`src/scan_sel_consts.vh`:
```
// constants for the scan range and sensor selection block
// included by bare name by every design file of the block
`ifndef SCAN_SEL_CONSTS_VH
`define SCAN_SEL_CONSTS_VH

`define ADDR_W            5
`define DATA_W            32
// register offsets
`define REG_CENTER        5'h00
`define REG_SPAN          5'h01
`define REG_START         5'h02
`define REG_STOP          5'h03
`define REG_IF_SPAN       5'h04
`define REG_IF_STEP       5'h05
`define REG_FUNC_ON       5'h06
`define REG_FUNC_OFF      5'h07
`define REG_MULTI_EN      5'h08
`define REG_STATUS        5'h09
`define REG_ERROR         5'h0a
`define REG_QUERY_SEL     5'h0b
`define REG_ON_COUNT      5'h0c
`define REG_OFF_COUNT     5'h0d
`define REG_TRACE_DATA    5'h0e
`define REG_TRACE_CLEARS  5'h0f
// query qualifier field in REG_QUERY_SEL
`define QSEL_CUR          2'h0
`define QSEL_MIN          2'h1
`define QSEL_MAX          2'h2
// sensor function bits: level, offset, field strength in query order
`define FN_LEVEL          0
`define FN_OFFSET         1
`define FN_FIELD          2
`define FN_RESET          3'h1
`define MULTI_RESET       1'h1
// error codes
`define ERR_NONE          8'h00
`define ERR_CONFLICT      8'hdd
`define ERR_PARAM         8'h6c
// frequency limits and reset values in hertz, and the number of IF span ranges
`define FREQ_MIN          32'h00_0f_42_40
`define FREQ_MAX          32'hb2_d0_5e_00
`define START_RESET       32'h07_07_8d_c0
`define STOP_RESET        32'h08_1b_32_00
`define IF_RANGES         8
`endif

```
`src/if_span_table.v`:
```
// discrete IF panorama span ranges: rounds requests up, steps up and down
// assumes a single clock; result registered, valid one cycle after request
`timescale 1ns/1ps
`include "scan_sel_consts.vh"
module if_span_table #(
  parameter N = `IF_RANGES
) (
  input  wire        clk_in,    // clock
  input  wire        rst_in,    // async reset
  input  wire        set_in,    // round a requested value
  input  wire        up_in,     // step one range up
  input  wire        down_in,   // step one range down
  input  wire [31:0] value_in,  // requested span in hertz
  output reg  [2:0]  index_out, // current range index
  output reg  [31:0] span_out   // current range in hertz
);
  function [31:0] range_hz;
    input [2:0] i;
    begin
      case (i)
        3'h0: range_hz = 32'h0000_09c4;
        3'h1: range_hz = 32'h0000_1388;
        3'h2: range_hz = 32'h0000_2710;
        3'h3: range_hz = 32'h0000_61a8;
        3'h4: range_hz = 32'h0000_c350;
        3'h5: range_hz = 32'h0001_86a0;
        3'h6: range_hz = 32'h0003_d090;
        default: range_hz = 32'h0007_a120;
      endcase
    end
  endfunction

  reg  [2:0] next_index;
  wire [N-1:0] fits;
  genvar g;
  generate
    for (g = 0; g < N; g = g + 1) begin : cmp
      localparam [2:0] GI = g;
      assign fits[g] = (value_in <= range_hz(GI));
    end
  endgenerate

  integer k;
  always @* begin
    next_index = index_out;
    if (set_in) begin
      next_index = 3'h7;
      for (k = N - 1; k >= 0; k = k - 1)
        if (fits[k])
          next_index = k[2:0];
    end else if (up_in && index_out != 3'h7)
      next_index = index_out + 3'h1;
    else if (down_in && index_out != 3'h0)
      next_index = index_out - 3'h1;
  end

  always @(posedge clk_in or posedge rst_in) begin
    if (rst_in) begin
      index_out <= 3'h3;
      span_out  <= 32'h0000_61a8;
    end else begin
      index_out <= next_index;
      span_out  <= range_hz(next_index);
    end
  end
endmodule // if_span_table

```
`src/trace_store.v`:
```
// small measurement trace buffer with registered read and bulk clear
// assumes a single clock; clear wins over a write in the same cycle
`timescale 1ns/1ps
`include "scan_sel_consts.vh"
module trace_store #(
  parameter DEPTH = 16,
  parameter AW    = 4
) (
  input  wire          clk_in,   // clock
  input  wire          rst_in,   // async reset
  input  wire          clear_in, // empty the data set
  input  wire          wr_in,    // append a sample
  input  wire [31:0]   data_in,  // sample
  input  wire [AW-1:0] raddr_in, // read address
  output reg  [31:0]   rdata_out // read data, zero for empty entries
);
  reg [31:0]    mem [0:DEPTH-1];
  reg [DEPTH-1:0] valid;
  reg [AW-1:0]  wptr;
  always @(posedge clk_in) begin
    if (wr_in)
      mem[wptr] <= data_in;
  end
  always @(posedge clk_in or posedge rst_in) begin
    if (rst_in) begin
      valid     <= {DEPTH{1'b0}};
      wptr      <= {AW{1'b0}};
      rdata_out <= 32'h0000_0000;
    end else begin
      rdata_out <= valid[raddr_in] ? mem[raddr_in] : 32'h0000_0000;
      if (clear_in) begin
        valid <= {DEPTH{1'b0}};
        wptr  <= {AW{1'b0}};
      end else if (wr_in) begin
        valid[wptr] <= 1'b1;
        wptr        <= wptr + {{(AW-1){1'b0}}, 1'b1};
      end
    end
  end
endmodule // trace_store

```
`src/scan_range_sensor_select.v`:
```
// settings handler: panorama range consistency and sensor function selection
// assumes a register master on clk_in that never needs wait states
//
// Decided for this implementation: the address map and the address-and-strobe port.
`timescale 1ns/1ps
`include "scan_sel_consts.vh"
module scan_range_sensor_select #(
  parameter TRACE_DEPTH = 16
) (
  input  wire                clk_in,      // 20 MHz clock
  input  wire                rst_in,      // async reset, active high
  input  wire [`ADDR_W-1:0]  addr_in,     // register address
  input  wire [`DATA_W-1:0]  wdata_in,    // write data
  input  wire                wr_in,       // write strobe
  input  wire                rd_in,       // read strobe
  input  wire                sample_in,   // measurement sample strobe
  input  wire [31:0]         sample_in_d, // measurement sample value
  output reg  [`DATA_W-1:0]  rdata_out,   // read data, cycle after rd_in
  output reg  [2:0]          active_out,  // active sensor functions
  output reg  [31:0]         start_out,   // shared scan start
  output reg  [31:0]         stop_out,    // shared scan stop
  output reg                 error_out    // error register nonzero
);
  ////////////////////////////////////////////////////////////////////////////
  // panorama range
  reg  [31:0] start_f;
  reg  [31:0] stop_f;
  reg  [31:0] center_f;
  reg  [31:0] span_f;
  reg  [7:0]  err_code;
  reg  [1:0]  qsel;
  reg  [31:0] next_start;
  reg  [31:0] next_stop;
  reg         range_ok;
  reg         range_wr;
  wire        wr_center = wr_in && addr_in == `REG_CENTER;
  wire        wr_span   = wr_in && addr_in == `REG_SPAN;
  wire        wr_start  = wr_in && addr_in == `REG_START;
  wire        wr_stop   = wr_in && addr_in == `REG_STOP;
  wire [31:0] half_span = {1'b0, span_f[31:1]};
  wire [31:0] half_new  = {1'b0, wdata_in[31:1]};

  always @* begin
    next_start = start_f;
    next_stop  = stop_f;
    range_wr   = 1'b0;
    if (wr_center) begin
      next_start = wdata_in - half_span;
      next_stop  = wdata_in + half_span;
      range_wr   = 1'b1;
    end else if (wr_span) begin
      next_start = center_f - half_new;
      next_stop  = center_f + half_new;
      range_wr   = 1'b1;
    end else if (wr_start) begin
      next_start = wdata_in;
      range_wr   = 1'b1;
    end else if (wr_stop) begin
      next_stop = wdata_in;
      range_wr  = 1'b1;
    end
    range_ok = (next_start <= next_stop);
  end

  ////////////////////////////////////////////////////////////////////////////
  // sensor functions
  reg         multi_en;
  reg  [2:0]  next_active;
  reg         param_err;
  wire        wr_on    = wr_in && addr_in == `REG_FUNC_ON;
  wire        wr_off   = wr_in && addr_in == `REG_FUNC_OFF;
  wire        wr_multi = wr_in && addr_in == `REG_MULTI_EN;
  wire [2:0]  named    = wdata_in[2:0];
  wire [1:0]  named_n  = {1'b0, named[0]} + {1'b0, named[1]} + {1'b0, named[2]};

  always @* begin
    next_active = active_out;
    param_err   = 1'b0;
    if (wr_on) begin
      if (multi_en)
        next_active = active_out | named;
      else if (named_n > 2'h1)
        param_err = 1'b1;
      else if (named_n == 2'h1)
        next_active = named;
    end else if (wr_off) begin
      next_active = active_out & ~named;
    end else if (wr_multi && multi_en && !wdata_in[0]) begin
      next_active = 3'h1 << `FN_LEVEL;
    end
  end

  wire trace_clear = (next_active != active_out);
  wire [1:0] on_cnt  = {1'b0, active_out[0]} + {1'b0, active_out[1]}
                     + {1'b0, active_out[2]};
  wire [1:0] off_cnt = 2'h3 - on_cnt;

  ////////////////////////////////////////////////////////////////////////////
  // discrete IF span and trace buffer
  wire [2:0]  if_idx;
  wire [31:0] if_span;
  wire [31:0] trace_q;

  if_span_table u_if_span (
    .clk_in    (clk_in),
    .rst_in    (rst_in),
    .set_in    (wr_in && addr_in == `REG_IF_SPAN),
    .up_in     (wr_in && addr_in == `REG_IF_STEP && wdata_in[0]),
    .down_in   (wr_in && addr_in == `REG_IF_STEP && wdata_in[1]),
    .value_in  (wdata_in),
    .index_out (if_idx),
    .span_out  (if_span)
  );

  trace_store #(
    .DEPTH (TRACE_DEPTH),
    .AW    (4)
  ) u_trace (
    .clk_in    (clk_in),
    .rst_in    (rst_in),
    .clear_in  (trace_clear),
    .wr_in     (sample_in),
    .data_in   (sample_in_d),
    .raddr_in  (wdata_in[3:0]),
    .rdata_out (trace_q)
  );

  reg [15:0] clear_cnt;

  ////////////////////////////////////////////////////////////////////////////
  // state update
  always @(posedge clk_in or posedge rst_in) begin
    if (rst_in) begin
      start_f    <= `START_RESET;
      stop_f     <= `STOP_RESET;
      center_f   <= (`START_RESET + `STOP_RESET) >> 1;
      span_f     <= `STOP_RESET - `START_RESET;
      err_code   <= `ERR_NONE;
      qsel       <= `QSEL_CUR;
      multi_en   <= `MULTI_RESET;
      active_out <= `FN_RESET;
      clear_cnt  <= 16'h0000;
      start_out  <= `START_RESET;
      stop_out   <= `STOP_RESET;
      error_out  <= 1'b0;
    end else begin
      if (range_wr && range_ok) begin
        start_f   <= next_start;
        stop_f    <= next_stop;
        start_out <= next_start;
        stop_out  <= next_stop;
        span_f    <= next_stop - next_start;
        center_f  <= next_start + ((next_stop - next_start) >> 1);
      end
      if (range_wr && !range_ok) begin
        err_code  <= `ERR_CONFLICT;
        error_out <= 1'b1;
      end else if (param_err) begin
        err_code  <= `ERR_PARAM;
        error_out <= 1'b1;
      end else if (wr_in && addr_in == `REG_ERROR) begin
        err_code  <= `ERR_NONE;
        error_out <= 1'b0;
      end
      if (wr_in && addr_in == `REG_QUERY_SEL)
        qsel <= wdata_in[1:0];
      if (wr_multi)
        multi_en <= wdata_in[0];
      active_out <= next_active;
      if (trace_clear)
        clear_cnt <= clear_cnt + 16'h0001;
    end
  end

  ////////////////////////////////////////////////////////////////////////////
  // read path
  function [31:0] qual;
    input [31:0] cur;
    input [31:0] lo;
    input [31:0] hi;
    input [1:0]  q;
    begin
      case (q)
        `QSEL_MIN: qual = lo;
        `QSEL_MAX: qual = hi;
        default:   qual = cur;
      endcase
    end
  endfunction

  reg [31:0] next_rdata;
  always @* begin
    case (addr_in)
      `REG_CENTER:       next_rdata = qual(center_f, `FREQ_MIN, `FREQ_MAX, qsel);
      `REG_SPAN:         next_rdata = qual(span_f, 32'h0, `FREQ_MAX - `FREQ_MIN, qsel);
      `REG_START:        next_rdata = qual(start_f, `FREQ_MIN, `FREQ_MAX, qsel);
      `REG_STOP:         next_rdata = qual(stop_f, `FREQ_MIN, `FREQ_MAX, qsel);
      `REG_IF_SPAN:      next_rdata = qual(if_span, 32'h0000_09c4, 32'h0007_a120, qsel);
      `REG_IF_STEP:      next_rdata = {29'h0, if_idx};
      `REG_FUNC_ON:      next_rdata = {29'h0, active_out};
      `REG_FUNC_OFF:     next_rdata = {29'h0, ~active_out};
      `REG_MULTI_EN:     next_rdata = {31'h0, multi_en};
      `REG_STATUS:       next_rdata = {28'h0, multi_en, active_out};
      `REG_ERROR:        next_rdata = {24'h0, err_code};
      `REG_QUERY_SEL:    next_rdata = {30'h0, qsel};
      `REG_ON_COUNT:     next_rdata = {30'h0, on_cnt};
      `REG_OFF_COUNT:    next_rdata = {30'h0, off_cnt};
      `REG_TRACE_DATA:   next_rdata = trace_q;
      `REG_TRACE_CLEARS: next_rdata = {16'h0, clear_cnt};
      default:           next_rdata = 32'h0000_0000;
    endcase
  end

  always @(posedge clk_in or posedge rst_in) begin
    if (rst_in)
      rdata_out <= 32'h0000_0000;
    else if (rd_in)
      rdata_out <= next_rdata;
    else
      rdata_out <= 32'h0000_0000;
  end
endmodule // scan_range_sensor_select

```
`config.mk`:
```
export PLATFORM = sky130hd
export DESIGN_NAME = scan_range_sensor_select
export DESIGN_NICKNAME = d
export VERILOG_FILES = /design/src/if_span_table.v /design/src/trace_store.v /design/src/scan_range_sensor_select.v
export VERILOG_INCLUDE_DIRS = /design/src /design/src/src
export SDC_FILE = /design/constraint.sdc
export NUM_CORES = 2
export LEC_CHECK = 0
export BUFFER_PORTS_ARGS = -buffer_cell sky130_fd_sc_hd__buf_2
export CORE_MARGIN = 10
export CORE_UTILIZATION = 50
export DETAILED_ROUTE_END_ITERATION = 8
export PLACE_DENSITY = 0.73
export SYNTH_ARGS = -nofsm -noshare
export SYNTH_HDL_FRONTEND = slang
export SYNTH_SLANG_ARGS = --single-unit
```
`constraint.sdc`:
```
create_clock -name clk_in -period 10.45 [get_ports clk_in]
set_clock_uncertainty 0.15 [all_clocks]
set_input_delay 1.5675 -clock clk_in [delete_from_list [all_inputs] [get_ports clk_in]]
set_output_delay 1.5675 -clock clk_in [all_outputs]
set_load 0.05 [all_outputs]
```
Word level (Yosys, flattened, before mapping) --
Memory sizes are Yosys's and may differ from the RTL's. Cells that the tools add are included.
Operators by class: add/sub/neg operators 15, equal/unequal tests 26, multiplexer cells 55, reductions and logical operators 27, bitwise logic cells 5, order comparisons 12
Operator list (number):
- 32-bit one-hot mux with 16 select lines | 1
- 32-bit two-way mux | 9
- 32-bit one-hot mux with 2 select lines | 4
- 19-bit one-hot mux with 7 select lines | 1
- 32-bit by 31-bit adder with 32-bit output | 3
- 32-bit by 31-bit subtractor with 32-bit output | 2
- 5-bit by 4-bit equality test with 1-bit output, second input constant | 8
- 3-bit two-way mux | 13
- 19-bit one-hot mux with 2 select lines | 1
- 32-bit by 12-bit less-or-equal comparator with 1-bit output, second input constant | 1
- 32-bit by 13-bit less-or-equal comparator with 1-bit output, second input constant | 1
- 32-bit by 14-bit less-or-equal comparator with 1-bit output, second input constant | 1
- 32-bit by 15-bit less-or-equal comparator with 1-bit output, second input constant | 1
- 32-bit by 16-bit less-or-equal comparator with 1-bit output, second input constant | 1
- 32-bit by 17-bit less-or-equal comparator with 1-bit output, second input constant | 1
- 32-bit by 18-bit less-or-equal comparator with 1-bit output, second input constant | 1
- 32-bit less-or-equal comparator | 1
- 16-bit two-way mux | 2
- 32-bit subtractor | 1
- 8-bit two-way mux | 3
- 5-bit by 3-bit equality test with 1-bit output, second input constant | 4
- 1-bit logical AND | 20
- 16-bit by 1-bit adder with 16-bit output, second input constant | 1
- 16-bit bitwise OR | 1
- 31 further kinds | 58
Word-level totals: bits in writable memories 512, logic and storage cells 157, memories 1, output and inout bits 100, register bits 265, input bits 74
Memories:
- u_trace.mem | depth 16, width 32, rd ports 1, clocked after Yosys merged registers in 0, wr ports 1, RTL line trace_store.v:17 | reg [31:0] mem [0:DEPTH-1];

Logic depth before layout (Yosys ltp) --
depth after elaboration 11, mapped depth 37, gate-level depth less buffers 36

By module --
From an unflattened synthesis, not the netlist that was laid out.
Second synthesis, totals: cell total of the unflattened synthesis 3631, area, all modules 42490.8 µm²
Modules (own cells, without submodules):
- trace_store | seq. area each 16676.0 µm², area an instance 21115.3 µm², cells each 923, times used 1
- scan_range_sensor_select | seq. area each 4685.7 µm², area an instance 19930.4 µm², cells each 2548, times used 1
- if_span_table | seq. area each 485.5 µm², area an instance 1445.1 µm², cells each 160, times used 1

Worst setup path after synthesis --
Ideal clock, no wire load.
path type input-to-reg, start point in wdata_in[1], end point reg center_f[31], data required time 10177 ps, cell stages on the path 37, arrival time 8746 ps, buffers on the path 3, slack 1432 ps, library setup time 123 ps, path through buf_1 clkbuf_1 clkbuf_1 inv_1 fa_1 nand2b_1 a21oi_1 o31ai_1 a41o_1 o21ai_1 a21o_1 a21oi_1 xnor2_1 nor2_1 a31oi_1 ha_1 a21oi_1 nor2b_1 a311o_1 a221o_1 a41oi_2 o21ba_1 inv_1 a21oi_1 xnor2_1 ha_1 a21oi_1 o21ai_0 a22oi_1 o41ai_2 nor4_1 nor4b_1 a311o_1 a221o_1 a21oi_1 xnor2_1 o21ai_1
Between the ends: longest elaborated chain between the ends 6
RTL lines:
- start: declaration | RTL line scan_range_sensor_select.v:13 | input wire [`DATA_W-1:0] wdata_in,
- parallel branches: the longest is 6 deep, another holds 32-bit by 31-bit adder with 32-bit output
- end signal: assignment | RTL line scan_range_sensor_select.v:136 | center_f <= (`START_RESET + `STOP_RESET) >> 1;
- end signal: assignment | RTL line scan_range_sensor_select.v:153 | center_f <= next_start + ((next_stop - next_start) >> 1);
- end: declaration | RTL line scan_range_sensor_select.v:28 | reg [31:0] center_f;
Several ways; the timed one is not identified. A chain may end at the register's enable or synchronous reset.

Worst setup path after layout --
start point in wdata_in[1], end point reg center_f[30]
RTL lines:
- 32-bit by 31-bit subtractor with 32-bit output | RTL line scan_range_sensor_select.v:52 | next_start = center_f - half_new;
- 32-bit two-way mux | RTL line scan_range_sensor_select.v:51 | end else if (wr_span) begin
- 32-bit two-way mux (*) | RTL line scan_range_sensor_select.v:47 | if (wr_center) begin
- net next_start[12] | RTL line scan_range_sensor_select.v:32 | reg [31:0] next_start;
- 32-bit subtractor / 32-bit less-or-equal comparator (equally long branches) | RTL line scan_range_sensor_select.v:153, scan_range_sensor_select.v:62
- 32-bit by 31-bit adder with 32-bit output / 1-bit logical AND (equally long branches) | RTL line scan_range_sensor_select.v:153, scan_range_sensor_select.v:147
The timed path passes the listed nets; every way through them passes the cells marked *.

==> metrics.md <==
| Metric | Value |
|---|---|
| Placer congestion estimate | 1.01 |
| Core area | 83800 µm² |
| CP startpoint | wdata_in[1] |
| GRT Total Usage | 26.8% |
| Mean Syn Cell Area | 11.7 µm² |
| Status | finished, final reports clean |
| Max Cap Violations | 0 |
| Max Fclk | 0.107 GHz |
| Synthesized Nets | 3891 |
| Full die area | 96800 µm² |
| Synth unique cells | 95 |
| Worst-Skew Late Latency | 0.68 ns |
| Share of the synthesized area in the top cell type | 36.3% |
| Global-route wire length before repair | 198000 µm |
| Vert. Die Dim | 311 µm |
| Synthesized instance count | 3611 |
| Asr flop ratio synth | 33.3% |
| Vias | 31200 |
| CP max-delay cell | a2111oi_0 |
| Vias in the first global route | 30400 |
| PD cells | 336 nW/µm² |
| Setup TNS | 0 ns |
| PostCTS Resize Cnt | 0 |
| Layout cells sized above 1 | 18.1% |
| Synth area leader | edfxtp_1 |
| Antenna violations before repair | 10 |
| Site row count | 106 |
| Sink Count | 768 |
| Cts bufs inserted | 80 |
| WP data required | 10.79 ns |
| RSZ-0062 raised after global routing | false |
| Slew Limit Fails | 0 |
| Synth area leaders | edfxtp_1 (36%), dfrtp_1 (12%), mux4_2 (9.3%) |
| R2r endpoint | center_f[30] |
| Drt first pass iters | 9 |
| Maximum vdd drop | 0.000238 V |
| Count leader, synth | edfxtp_1 |
| IO Port Bufs | 173 |
| Drc violations | 0 |
| CP Launch Type | primary input |
| Initial Util | 50.5% |
| Root buffer cell | clkbuf_16 |
| CTS Hold Bufs | 0 |
| Global route total overflow | 0 |
| Netlist Area Pre-Place | 42400 µm² |
| EDFF count, synth | 512 |
| Reg-to-Reg Start | center_f[0] |
| CP Max Fanout | 61 |
| CTS tree | yes |
| Layout net count | 4020 |
| Main synth FF type | edfxtp_1 |
| Vias per cell | 6.30 |
| Worst r2r path cells | 34 |
| Seq cells post-synth | 768 |
| Setup bufs post-CTS | 0 |
| Worst setup endpoint | center_f[30] |
| Max_slew headroom | 17.4% |
| Tcrit/Tclk final | 89.3% |
| Maximum root-to-sink buffer count | 3 |
| CTS HTree Levels | 3 |
| Most used cell, CP | a21oi_1 |
| Final setup viols | 0 |
| Pre-CTS WS | 0.681 ns |
| Final WS setup | 1.12 ns |
| I/O pin count | 174 |
| Worst-Margin Slew | 1.23 ns |
| Largest net degree at the start of global routing | 114 |
| Final hold viol count | 0 |
| Tmin final | 9.33 ns |
| Leak | 18.2 nW |
| Setup CP Type | in2reg |
| Most frequent cells after synthesis | edfxtp_1 (512), nand2_1 (340), a21oi_1 (261), o21ai_0 (232), nor2_1 (217) |
| DR iter-0 viols | 3797 |
| Final ANT Viol Nets | 0 |
| Clock Pin Slew Worst Setup and Hold Paths | 0.06 ns |
| CP Capture Type | flip-flop |
| Synth warn | 0 |
| Hold crit path type | reg2reg |
| Routed length per instance | 27.0 µm |
| Die Span X | 311 µm |
| DPL Wire Length | 92700 µm |
| Final WL | 133000 µm |
| WP data arrival | 9.67 ns |
| Flop2flop setup slack | 2.06 ns |
| Max incr delay on CP | 0.76 ns |
| Seq/Total Area, Yosys | 51.6% |
| Layout area overhead | 11.6% |
==> cells by family after synthesis <==
family | Yosys count | synth area share (%)
simple gates | 879 | 9.53
buf+inv | 385 | 3.53
fa+ha+maj | 206 | 6.23
compound gates | 952 | 14.4
xor+xnor | 182 | 3.76
flops | 768 | 51.6
mux | 239 | 10.9
==> stage by stage <==
step           utilization, %  cell area [µm²]  cells  power (W)  hold slack (ns)
2_1_floorplan               -            42400   3611     0.0104            0.296
3_3_place_gp             53.1            44500   4792     0.0127            0.315
3_5_place_dp             53.1            44500   4792     0.0127            0.323
4_1_cts                  56.4            47300   4939     0.0157            0.337
5_1_grt                  56.4            47300   4940     0.0168            0.356
6_report                 56.4            47300   4943     0.0159            0.332
==> sequential cells by signal, indices dropped and copies added, names as in the netlist <==
name,count
span_f,32
u_if_span.span_out,16
err_code,3
u_if_span.index_out,3
u_trace.rdata_out,32
stop_f,32
u_trace.valid,16
u_trace.wptr,4
clear_cnt,16
start_f,32
rdata_out,32
qsel,2
center_f,32
u_trace.mem,512
multi_en,1
active_out,3
==> worst min-delay path by stage <==
stage	from	to	slack, ns	depth (start not counted)
after floorplan	clear_cnt[15]	clear_cnt[15]	0.30	1
after global placement	clear_cnt[15]	clear_cnt[15]	0.31	1
after detailed placement	u_trace.rdata_out[21]	rdata_out[21]	0.32	2
after CTS	u_trace.rdata_out[21]	rdata_out[21]	0.34	2
after global routing	u_trace.rdata_out[31]	rdata_out[31]	0.36	2
final	u_trace.rdata_out[21]	rdata_out[21]	0.33	2
==> where the power goes <==
part | total, W | switching [W] | internal (W)
clock | 0.00291 | 0.00124 | 0.00167
sequential | 0.00425 | 0.000514 | 0.00374
combinational | 0.00873 | 0.00551 | 0.00322
total | 0.0159 | 0.00726 | 0.00863
==> placed cells by master (no fill, tap or decap), drive strengths merged, types with 175 or more instances in the layout <==
| cell type | Yosys | routed |
|---|---|---|
| edfxtp | 512 | 512 |
| nand2 | 341 | 341 |
| a21oi | 262 | 262 |
| o21ai | 246 | 246 |
| buf | 57 | 233 |
| nor2 | 217 | 217 |
| dfrtp | 203 | 203 |
| inv | 197 | 199 |
| ha | 198 | 198 |
| mux4 | 175 | 175 |
==> per-layer routing <==
| layer | vias up | part of all wire [%] | GRT usage, % |
|---|---|---|---|
| met1 | 15300 | 40 | 36.2 |
| met2 | 1786 | 46 | 42.9 |
| li1 | 13700 | - | - |
| met3 | 288 | 9.9 | 5.44 |
| met5 | - | 0.054 | 0 |
| met4 | 12 | 3.7 | 8.92 |
==> worst max-delay path, delay by kind of cell <==
family	cells	cell delay, ns
AO/OA/AOI/OAI	18	4.63
XOR/XNOR	3	0.52
adder cells (fa/ha/maj)	4	1.28
buffers and inverters	3	0.72
AND/OR/NAND/NOR	6	0.89
==> cell type report <==
class | instances | area, µm²
Antenna cell | 4 | 10.0
Inverter | 199 | 754
Fill cell | 7048 | 36500
Timing Repair Buffer | 233 | 1330
Multi-Input combinational cell | 2458 | 19200
Tap cell | 1134 | 1420
Sequential cell | 768 | 21800
Clock inverter | 40 | 561
Clock buffer | 107 | 2170
(Power assumes the default switching activity.)
